### src/verilog/kwd_pkg.sv
// Behaviour
// - count source clock, divide 2^8 to 2^18
// - select field picks one of eight ratios
// - key 10101 disables the watchdog
// - key 01010 enables the watchdog
// - other key resets device after delay
// - key fault flag sticky until software clears
// - key field powers up as enable
// - normal overflow resets device, sets timeout
// - sleep overflow resets pc/sp, sets timeout
// - fault, clear instruction, halt clear count
// - power-on reset sets program counter zero
// - power-on reset sets ports to ones
// - reset flag bits six to one read zero
// - clear instruction and power-up clear powerdown
// - deepest sleep clears and stops the counter
package kwd_pkg;
  localparam logic [7:0] ADR_WDC = 8'h00;
  localparam logic [7:0] ADR_RFC = 8'h04;
  localparam logic [7:0] ADR_IST = 8'h08;
  localparam logic [7:0] ADR_IMK = 8'h0c;
  localparam logic [7:0] ADR_CST = 8'h10;
  localparam logic [7:0] WDC_RESET = 8'h53;
  localparam logic [4:0] KEY_ENABLE = 5'h0a;
  localparam logic [4:0] KEY_DISABLE = 5'h15;
  localparam int KEY_LSB = 3;
  localparam int FLAG_KEY = 0;
  localparam int FLAG_KEEP = 7;
  localparam int ST_TIMEOUT = 0;
  localparam int ST_PDOWN = 1;
  localparam int EV_OVF = 0;
  localparam int EV_KEY = 1;
  localparam int CNT_W = 18;
  localparam int FAULT_DELAY_CYC = 16;
  localparam logic [7:0] PORT_RESET = 8'hff;
  typedef enum logic [1:0] {
    KWD_RUN = 2'b00,
    KWD_WAIT = 2'b01,
    KWD_FIRE = 2'b11
  } kwd_state_t;
  function automatic logic [CNT_W-1:0] kwd_limit(input logic [2:0] sel);
    case (sel)
      3'h0: kwd_limit = 18'h000ff;
      3'h1: kwd_limit = 18'h003ff;
      3'h2: kwd_limit = 18'h00fff;
      3'h3: kwd_limit = 18'h03fff;
      3'h4: kwd_limit = 18'h07fff;
      3'h5: kwd_limit = 18'h0ffff;
      3'h6: kwd_limit = 18'h1ffff;
      default: kwd_limit = 18'h3ffff;
    endcase
  endfunction
endpackage

### src/verilog/kwd_tick_if.sv
`timescale 1ns/1ps
interface kwd_tick_if;
  logic tick;
  modport src (output tick);
  modport dst (input tick);
endinterface

### src/verilog/kwd_src_sync.sv
`timescale 1ns/1ps
// samples the rc oscillator through two flops, emits one pulse per rising edge
module kwd_src_sync (
  input wire logic mclk,
  input wire logic reset_n,
  input wire logic rc_clk,
  kwd_tick_if.src tk
);
  import kwd_pkg::*;
  typedef struct packed {
    logic s1;
    logic s2;
    logic s3;
    logic tick;
  } kwd_sync_t;
  kwd_sync_t r, next_r;
  always_comb begin
    next_r = r;
    next_r.s1 = rc_clk;
    next_r.s2 = r.s1;
    next_r.s3 = r.s2;
    next_r.tick = r.s2 & ~r.s3;
  end
  always_ff @(posedge mclk or negedge reset_n) begin
    if (!reset_n) begin
      r <= '0;
    end else begin
      r <= next_r;
    end
  end
  assign tk.tick = r.tick;
endmodule

### src/verilog/kwd_top.sv
// The Wishbone interface to the registers and the placing of the registers were chosen for this implementation.
`timescale 1ns/1ps
module kwd_top (
  input wire logic mclk,
  input wire logic reset_n,
  input wire logic rc_clk,
  input wire logic clear_watchdog_instruction,
  input wire logic halt,
  input wire logic sleep_mode,
  input wire logic deep_sleep,
  input wire logic wb_cyc_i,
  input wire logic wb_stb_i,
  input wire logic wb_we_i,
  input wire logic [7:0] wb_adr_i,
  input wire logic [3:0] wb_sel_i,
  input wire logic [31:0] wb_dat_i,
  output logic [31:0] wb_dat_o,
  output logic wb_ack_o,
  output logic dev_reset,
  output logic pc_sp_reset,
  output logic [7:0] port_init,
  output logic irq
);
  import kwd_pkg::*;
  kwd_tick_if tk ();
  kwd_src_sync u_sync (
    .mclk(mclk),
    .reset_n(reset_n),
    .rc_clk(rc_clk),
    .tk(tk)
  );
  typedef struct packed {
    logic [7:0] wdc;
    logic key_flag;
    logic keep;
    logic timeout;
    logic pdown;
    logic [1:0] ist;
    logic [1:0] imk;
    logic [CNT_W-1:0] cnt;
    kwd_state_t st;
    logic [7:0] dly;
    logic dev_reset;
    logic pc_sp_reset;
    logic [7:0] port_init;
    logic ack;
    logic [31:0] dat;
    logic irq;
    logic [1:0] pend;
  } kwd_top_t;
  kwd_top_t r, next_r;
  logic [4:0] key;
  logic en;
  logic ovf;
  logic bus_req;
  logic wr;
  logic rd;
  always_comb begin
    key = r.wdc[7:KEY_LSB];
    // any key other than the enable pattern, the disable one included, stops counting
    en = (key == KEY_ENABLE);
    bus_req = wb_cyc_i & wb_stb_i & ~r.ack;
    wr = bus_req & wb_we_i & wb_sel_i[0];
    rd = bus_req & ~wb_we_i;
    ovf = en & ~deep_sleep & tk.tick & (r.cnt == kwd_limit(r.wdc[2:0]));
    next_r = r;
    next_r.dev_reset = 1'b0;
    next_r.pc_sp_reset = 1'b0;
    next_r.ack = bus_req;
    next_r.pend = 2'b00;
    // counter: key 10101 leaves it frozen
    if (deep_sleep || clear_watchdog_instruction || halt || r.st != KWD_RUN) begin
      next_r.cnt = '0;
    end else if (en && tk.tick) begin
      if (ovf) begin
        next_r.cnt = '0;
      end else begin
        next_r.cnt = r.cnt + 1'b1;
      end
    end
    if (halt) begin
      next_r.pdown = 1'b1;
      next_r.timeout = 1'b0;
    end
    if (clear_watchdog_instruction) begin
      next_r.pdown = 1'b0;
    end
    if (ovf) begin
      next_r.timeout = 1'b1;
      next_r.pend[EV_OVF] = 1'b1;
      if (sleep_mode) begin
        next_r.pc_sp_reset = 1'b1;
      end else begin
        next_r.dev_reset = 1'b1;
      end
    end
    // key fault: a delayed full reset, with the key returned to power-on value in the same cycle
    case (r.st)
      KWD_RUN: begin
        if (key != KEY_ENABLE && key != KEY_DISABLE) begin
          next_r.st = KWD_WAIT;
          next_r.dly = 8'(FAULT_DELAY_CYC - 1);
        end
      end
      KWD_WAIT: begin
        if (r.dly == 8'h00) begin
          next_r.st = KWD_FIRE;
        end else begin
          next_r.dly = r.dly - 8'h01;
        end
      end
      KWD_FIRE: begin
        next_r.dev_reset = 1'b1;
        next_r.key_flag = 1'b1;
        next_r.pend[EV_KEY] = 1'b1;
        next_r.wdc = WDC_RESET;
        next_r.st = KWD_RUN;
      end
      default: next_r.st = KWD_RUN;
    endcase
    if (wr) begin
      case (wb_adr_i)
        ADR_WDC: begin
          if (r.st == KWD_RUN) begin
            next_r.wdc = wb_dat_i[7:0];
          end
        end
        ADR_RFC: begin
          next_r.keep = wb_dat_i[FLAG_KEEP];
          // only software clears; a fault firing now keeps it set
          if (!wb_dat_i[FLAG_KEY] && r.st != KWD_FIRE) begin
            next_r.key_flag = 1'b0;
          end
        end
        ADR_IMK: next_r.imk = wb_dat_i[1:0];
        default: ;
      endcase
    end
    next_r.dat = 32'h0;
    if (rd) begin
      case (wb_adr_i)
        ADR_WDC: next_r.dat = {24'h0, r.wdc};
        ADR_RFC: next_r.dat = {24'h0, r.keep, 6'h00, r.key_flag};
        ADR_IST: begin
          next_r.dat = {30'h0, r.ist};
          next_r.ist = 2'b00;
        end
        ADR_IMK: next_r.dat = {30'h0, r.imk};
        ADR_CST: next_r.dat = {30'h0, r.pdown, r.timeout};
        default: next_r.dat = 32'h0;
      endcase
    end
    // new events win over the read clear
    next_r.ist = next_r.ist | next_r.pend;
    next_r.irq = |(next_r.ist & next_r.imk);
  end
  always_ff @(posedge mclk or negedge reset_n) begin
    if (!reset_n) begin
      r <= '0;
      r.wdc <= WDC_RESET;
      r.st <= KWD_RUN;
      r.port_init <= PORT_RESET;
      r.dev_reset <= 1'b1;
    end else begin
      r <= next_r;
    end
  end
  assign wb_dat_o = r.dat;
  assign wb_ack_o = r.ack;
  assign dev_reset = r.dev_reset;
  assign pc_sp_reset = r.pc_sp_reset;
  assign port_init = r.port_init;
  assign irq = r.irq;

  ovf_clears_a: assert property (@(posedge mclk) disable iff (!reset_n)
    ovf |=> (r.cnt == '0) && r.timeout) else $error("overflow did not clear count");
  ovf_full_a: assert property (@(posedge mclk) disable iff (!reset_n)
    ovf && !sleep_mode |=> dev_reset && !pc_sp_reset) else $error("normal overflow wrong reset");
  ovf_sleep_a: assert property (@(posedge mclk) disable iff (!reset_n)
    ovf && sleep_mode |=> pc_sp_reset && !dev_reset) else $error("sleep overflow wrong reset");
  clr_count_a: assert property (@(posedge mclk) disable iff (!reset_n)
    clear_watchdog_instruction || halt || deep_sleep |=> r.cnt == '0) else $error("count not cleared");
  disabled_hold_a: assert property (@(posedge mclk) disable iff (!reset_n)
    key == KEY_DISABLE |-> !ovf) else $error("overflow while disabled");
  fault_delay_a: assert property (@(posedge mclk) disable iff (!reset_n)
    r.st == KWD_RUN && key != KEY_ENABLE && key != KEY_DISABLE |=> !dev_reset [*8] ##10 dev_reset)
    else $error("fault reset timing wrong");
  flag_sticky_a: assert property (@(posedge mclk) disable iff (!reset_n)
    r.key_flag && !(wr && wb_adr_i == ADR_RFC) |=> r.key_flag) else $error("key flag lost");
  pd_clear_a: assert property (@(posedge mclk) disable iff (!reset_n)
    clear_watchdog_instruction && !halt |=> !r.pdown) else $error("powerdown not cleared");
  rfc_zero_a: assert property (@(posedge mclk) disable iff (!reset_n)
    rd && wb_adr_i == ADR_RFC |=> wb_dat_o[6:1] == 6'h00) else $error("unimplemented bits nonzero");

  // bus side: one registered ack per request, data only beside it
  ack_pulse_a: assert property (@(posedge mclk) disable iff (!reset_n)
    wb_ack_o |=> !wb_ack_o)
    else $error("ack held longer than one cycle");

  ack_follow_a: assert property (@(posedge mclk) disable iff (!reset_n)
    wb_cyc_i && wb_stb_i && !wb_ack_o |=> wb_ack_o)
    else $error("request not acknowledged");

  dat_idle_a: assert property (@(posedge mclk) disable iff (!reset_n)
    !wb_ack_o |-> wb_dat_o == 32'h0)
    else $error("read data outside ack");

  dat_upper_a: assert property (@(posedge mclk) disable iff (!reset_n)
    wb_dat_o[31:8] == 24'h0)
    else $error("upper read lanes not zero");

  mask_write_a: assert property (@(posedge mclk) disable iff (!reset_n)
    wr && wb_adr_i == ADR_IMK |=> r.imk == $past(wb_dat_i[1:0]))
    else $error("mask write lost");

  ist_clear_a: assert property (@(posedge mclk) disable iff (!reset_n)
    rd && wb_adr_i == ADR_IST && !ovf && r.st != KWD_FIRE |=> r.ist == 2'b00)
    else $error("status not cleared by read");

  irq_match_a: assert property (@(posedge mclk) disable iff (!reset_n)
    irq == |(r.ist & r.imk))
    else $error("interrupt level wrong");

  // reset requests are single pulses and never both at once
  rst_pulse_a: assert property (@(posedge mclk) disable iff (!reset_n)
    dev_reset |=> !dev_reset)
    else $error("device reset longer than one cycle");

  pcsp_pulse_a: assert property (@(posedge mclk) disable iff (!reset_n)
    pc_sp_reset |=> !pc_sp_reset)
    else $error("pc reset longer than one cycle");

  rst_excl_a: assert property (@(posedge mclk) disable iff (!reset_n)
    !(dev_reset && pc_sp_reset))
    else $error("both reset kinds at once");

  port_const_a: assert property (@(posedge mclk) disable iff (!reset_n)
    port_init == PORT_RESET)
    else $error("port init value changed");

  // counter behaviour
  count_step_a: assert property (@(posedge mclk) disable iff (!reset_n)
    en && tk.tick && !ovf && !clear_watchdog_instruction && !halt && !deep_sleep && r.st == KWD_RUN
    |=> r.cnt == $past(r.cnt) + 1)
    else $error("count did not step");

  frozen_a: assert property (@(posedge mclk) disable iff (!reset_n)
    key == KEY_DISABLE && !clear_watchdog_instruction && !halt && !deep_sleep && r.st == KWD_RUN |=> $stable(r.cnt))
    else $error("count moved while disabled");

  deep_stop_a: assert property (@(posedge mclk) disable iff (!reset_n)
    deep_sleep |-> !ovf)
    else $error("overflow in deepest sleep");

  tick_single_a: assert property (@(posedge mclk) disable iff (!reset_n)
    tk.tick |=> !tk.tick)
    else $error("source tick wider than one cycle");

  // key fault sequence
  fault_enter_a: assert property (@(posedge mclk) disable iff (!reset_n)
    r.st == KWD_RUN && key != KEY_ENABLE && key != KEY_DISABLE
    |=> r.st == KWD_WAIT && r.dly == 8'(FAULT_DELAY_CYC - 1))
    else $error("fault wait not entered");

  wait_count_a: assert property (@(posedge mclk) disable iff (!reset_n)
    r.st == KWD_WAIT |=> r.cnt == '0)
    else $error("count not cleared by key fault");

  dly_range_a: assert property (@(posedge mclk) disable iff (!reset_n)
    r.st == KWD_WAIT |-> r.dly < 8'(FAULT_DELAY_CYC))
    else $error("fault delay out of range");

  fire_flag_a: assert property (@(posedge mclk) disable iff (!reset_n)
    r.st == KWD_FIRE |=> r.key_flag && r.wdc == WDC_RESET && r.st == KWD_RUN)
    else $error("fault did not set flag and reload key");

  // status flags
  halt_flags_a: assert property (@(posedge mclk) disable iff (!reset_n)
    halt && !ovf && !clear_watchdog_instruction |=> r.pdown && !r.timeout)
    else $error("halt flags wrong");

  timeout_hold_a: assert property (@(posedge mclk) disable iff (!reset_n)
    r.timeout && !halt |=> r.timeout)
    else $error("timeout flag lost");
endmodule

### config.mk
export PLATFORM = sky130hd
export DESIGN_NAME = kwd_top
export DESIGN_NICKNAME = d
export VERILOG_FILES = /design/src/verilog/kwd_pkg.sv /design/src/verilog/kwd_tick_if.sv /design/src/verilog/kwd_src_sync.sv /design/src/verilog/kwd_top.sv
export SDC_FILE = /design/constraint.sdc
export NUM_CORES = 1
export LEC_CHECK = 0
export BUFFER_PORTS_ARGS = -buffer_cell sky130_fd_sc_hd__buf_4
export CORE_MARGIN = 1
export CORE_UTILIZATION = 50
export DETAILED_ROUTE_END_ITERATION = 10
export GPL_TIMING_DRIVEN = 0
export PLACE_DENSITY_LB_ADDON = 0.08
export REMOVE_ABC_BUFFERS = 1
export SLEW_MARGIN = 20
export SYNTH_ARGS = -nofsm -noshare
export SYNTH_HDL_FRONTEND = slang
export SYNTH_HIERARCHICAL = 1
export SYNTH_SLANG_ARGS = --single-unit
### constraint.sdc
create_clock -name mclk -period 3.57 [get_ports mclk]
set_clock_uncertainty 0.1 [all_clocks]
set_input_delay 0.357 -clock mclk [delete_from_list [all_inputs] [get_ports mclk]]
set_output_delay 0.357 -clock mclk [all_outputs]
set_load 0.1 [all_outputs]
==> metrics.txt <==
post-route met1 wirelength approximately 3100 µm; average instance area after synthesis a little under 10 µm²; number of nets in the finished design 431; Worst-Margin Slew slightly above 1 ns; Achievable Freq between 0.4 and 0.5 GHz; uppermost layer routed met4; Yosys reg bits 60; arrival time of the worst setup path ~2.5 ns; FF-to-FF path depth 5; post-cts resize count 0; critical path capture point type register; class of the tightest hold or removal check input pin to async pin; root buf cell clkbuf_8; start-to-end type of the worst setup path register to register; critical path required time about 3.7 ns; synthesis-to-layout area growth 10.6%; final hold viol count 18; xor and xnor fraction of the mapped netlist area between 5 and 6%; leftover overflow at the end of global routing 0; setup bufs post-CTS 0; maximum level of the CTS H-tree 3; setup_tns 0 ns; worst hold margin -0.0266 ns; FF-to-FF setup slack between 1 and 1.5 ns; I/O pin count a little under 100; predominant post-synthesis flop cell dfrtp_1; via/cell ratio 5.41; Die Span Y approximately 84 µm; TritonCTS clock tree yes; vias in the first global route between 2k and 2.5k; final clock period utilization by the worst path about 70%; maximum VDD drop ~0.00037 V; final weighted congestion in routability-driven placement between 0.7 and 0.8; share of the synthesized area in compound gates (AO/OA/AOI/OAI) around 11%; worst r2r src r[55]; sink count of the clock tree 60; final critical path time including I/O delays and setup roughly 2.5 ns; residual antenna-violating net count after detailed routing 0; number of violations reported at the end of detailed-routing iteration 0 178; Syn. warnings 6; global-route wire length before repair around 12000 µm; diode count 0; Crit Path Max Fanout 24; area fraction in and, or, nand and nor cells after synthesis between 20 and 25%; post-synthesis async set-or-reset flop share 100%; total global routing track utilization around a fifth; worst slew margin relative to its limit 31.2%; clock edge transition at the registers on the reported setup and hold paths 0.07 ns; unrepaired setup endpoints after global routing no; Routed WL about 6600 µm; initial cell density of the core a little over half; clock latency on the worst-skew pair between 0.3 and 0.4 ns; arithmetic-cell share of the synthesized area counting full adders, half adders and majority gates between 1 and 1.5%; count of final max-slew check failures 0; max-capacitance violation count 0; Worst Setup Start Kind register; Post-CTS Hold Fix Bufs 0; DR DRC count 18; total number of placement rows 29; routed length on met3 approximately 440 µm; number of endpoints failing setup at the final stage 0; share of cell area taken by muxes after synthesis ~2.1%; met2 wire len 2930 µm; post-synthesis instance total 350; failing checks design-rule violations, negative hold slack; clock buffers created by TritonCTS 9; combinational family with the most area after synthesis simple AND/OR/NAND/NOR gates; Max Root-Sink Buffers 2; Netlist cell types approximately 60; sequential cell area fraction in the yosys report roughly 45%; Critical path origin r[55]; core outline area approximately 6400 µm²; detailed-route via count 2465; cell area power density 580 nW/µm²; average wire per standard cell between 10 and 15 µm; number of enable flip-flop cells after synthesis 0; standby leakage power ~0.0016 µW; Top Family by Delay on Critical Path simple AND/OR/NAND/NOR gates; result of the run finished with violations; buffer and inverter count on the worst path 0; cell with the largest stage delay on the worst path or4_1; post-layout total power ~2200 µW; Die Outline Area approximately 7100 µm²; number of optimization iterations in the first detailed-route pass 7; number of buffers added on ports 38; layout cell share with drive strength beyond 1 ~18%; die outline width between 80 and 90 µm; area of the mapped netlist 3380 µm²; Cell Chain, Critical Path or2_1 -> or4_1 -> o2111ai_1 -> xor2_1 -> nor3_1; antenna violations before repair 0; detailed placer's ending HPWL about 4500 µm; maximum number of pins on one net before global-route repair roughly 60; largest stage delay on the critical path 0.83 ns; endpoint of the worst-slack reg-to-reg timing path r[73]
==> synthesized netlist by cell type, drive strengths merged (3+ instances only) <==
master   instances  area [µm²]
ha               3        37.5
buf             49         364
clkbuf           6        22.5
nor2b            4        32.5
a211oi           4        30.0
a21oi           11        55.1
nand3           11        60.1
xor2             9        78.8
xnor2           14         123
nand2           23        88.8
nor3            35         180
o21ai           15        75.1
nand2b           4        25.0
nor4             4        31.3
mux2i            6        60.1
o2111ai          3        26.3
nor2            21        78.8
dfstp            5         131
inv              9        33.8
and4             3        26.3
and2            10        62.6
a2111oi          5        55.1
nand4            5        31.3
and3             3        18.8
dfrtp           55        1380
==> power by group <==
group | internal, µW | leakage (µW) | switching, µW | total, µW
clock network | 501 | 0.000127 | 258 | 759
registers | 794 | 0.000764 | 130 | 924
logic | 162 | 0.000736 | 322 | 484
==> stage by stage <==
step / util (%) / cell area, µm² / setup slack, ns / hold slack, ns / std cells
4_1_cts: 58.2 / 3740 / 1.12 / 0.0183 / 456
6_report: 58.2 / 3740 / 1.11 / -0.0266 / 456
2_1_floorplan: - / 3110 / 1.45 / -0.0386 / 325
3_3_place_gp: 54.3 / 3490 / 1.14 / 0.234 / 440
5_1_grt: 58.2 / 3740 / 0.935 / 0.00386 / 456
3_5_place_dp: 54.3 / 3490 / 1.14 / 0.236 / 440
==> layer usage <==
metal	vias up	global-route usage, %
met5	-	0
met3	4	4.92
met2	79	31.6
met1	1167	28.8
met4	0	7.84
li1	1215	-
==> registers in the layout (all words and copies together) (netlist names) <==
register,count
irq,1
pc_sp_reset,1
wb_dat_o,8
u_sync/tk.tick,1
u_sync/r,1
key,5
u_sync/next_r,2
wb_ack_o,1
dev_reset,1
r,39
==> layout make-up <==
type | instances | area [µm²]
clock buffer | 12 | 155
clock inverter | 4 | 95.1
timing repair buffer | 38 | 285
fill | 580 | 2680
sequential | 60 | 1510
multi-input combinational | 256 | 1570
tap | 77 | 96.3
inverter | 9 | 33.8
==> kinds of logic (layout without fill, tap and decap cells) <==
logic type,Yosys count,in the layout
muxes,7,7
other,2,32
xor gates and xnor gates,23,23
DFF,60,60
buffers and inverters,64,63
AOI/OAI and AO/OA,54,54
adders and majority gates,3,3
and+or+nand+nor,137,137
==> placed cells by master (no fill, tap or decap), types with 9 or more instances in the layout <==
cell,netlist,routed
clkbuf_8,0,11
nand2_1,22,22
dfrtp_1,55,55
o21ai_0,13,13
xor2_1,9,9
nor2_1,21,21
conb_1,2,32
nand3_1,10,10
buf_4,40,38
nor3_1,34,34
and2_1,10,10
a21oi_1,11,11
xnor2_1,14,14
inv_1,9,9
==> worst register-to-register path, delay by kind of cell, from the launching register on <==
family          cells  cell delay, ns
compound gates      1            0.39
simple gates        3            1.22
xor+xnor            1            0.18
flops               1            0.42
==> worst max path at each step <==
stage	slack, ns	to	cells after the start
after CTS	1.12	r[73]	5
final	1.11	r[73]	5
after detailed placement	1.14	r[73]	5
after global placement	1.14	r[73]	5
after global routing	0.94	r[67]	5
after floorplan	1.45	key[0]	4
Note: power is estimated with default switching activity, not from simulation.
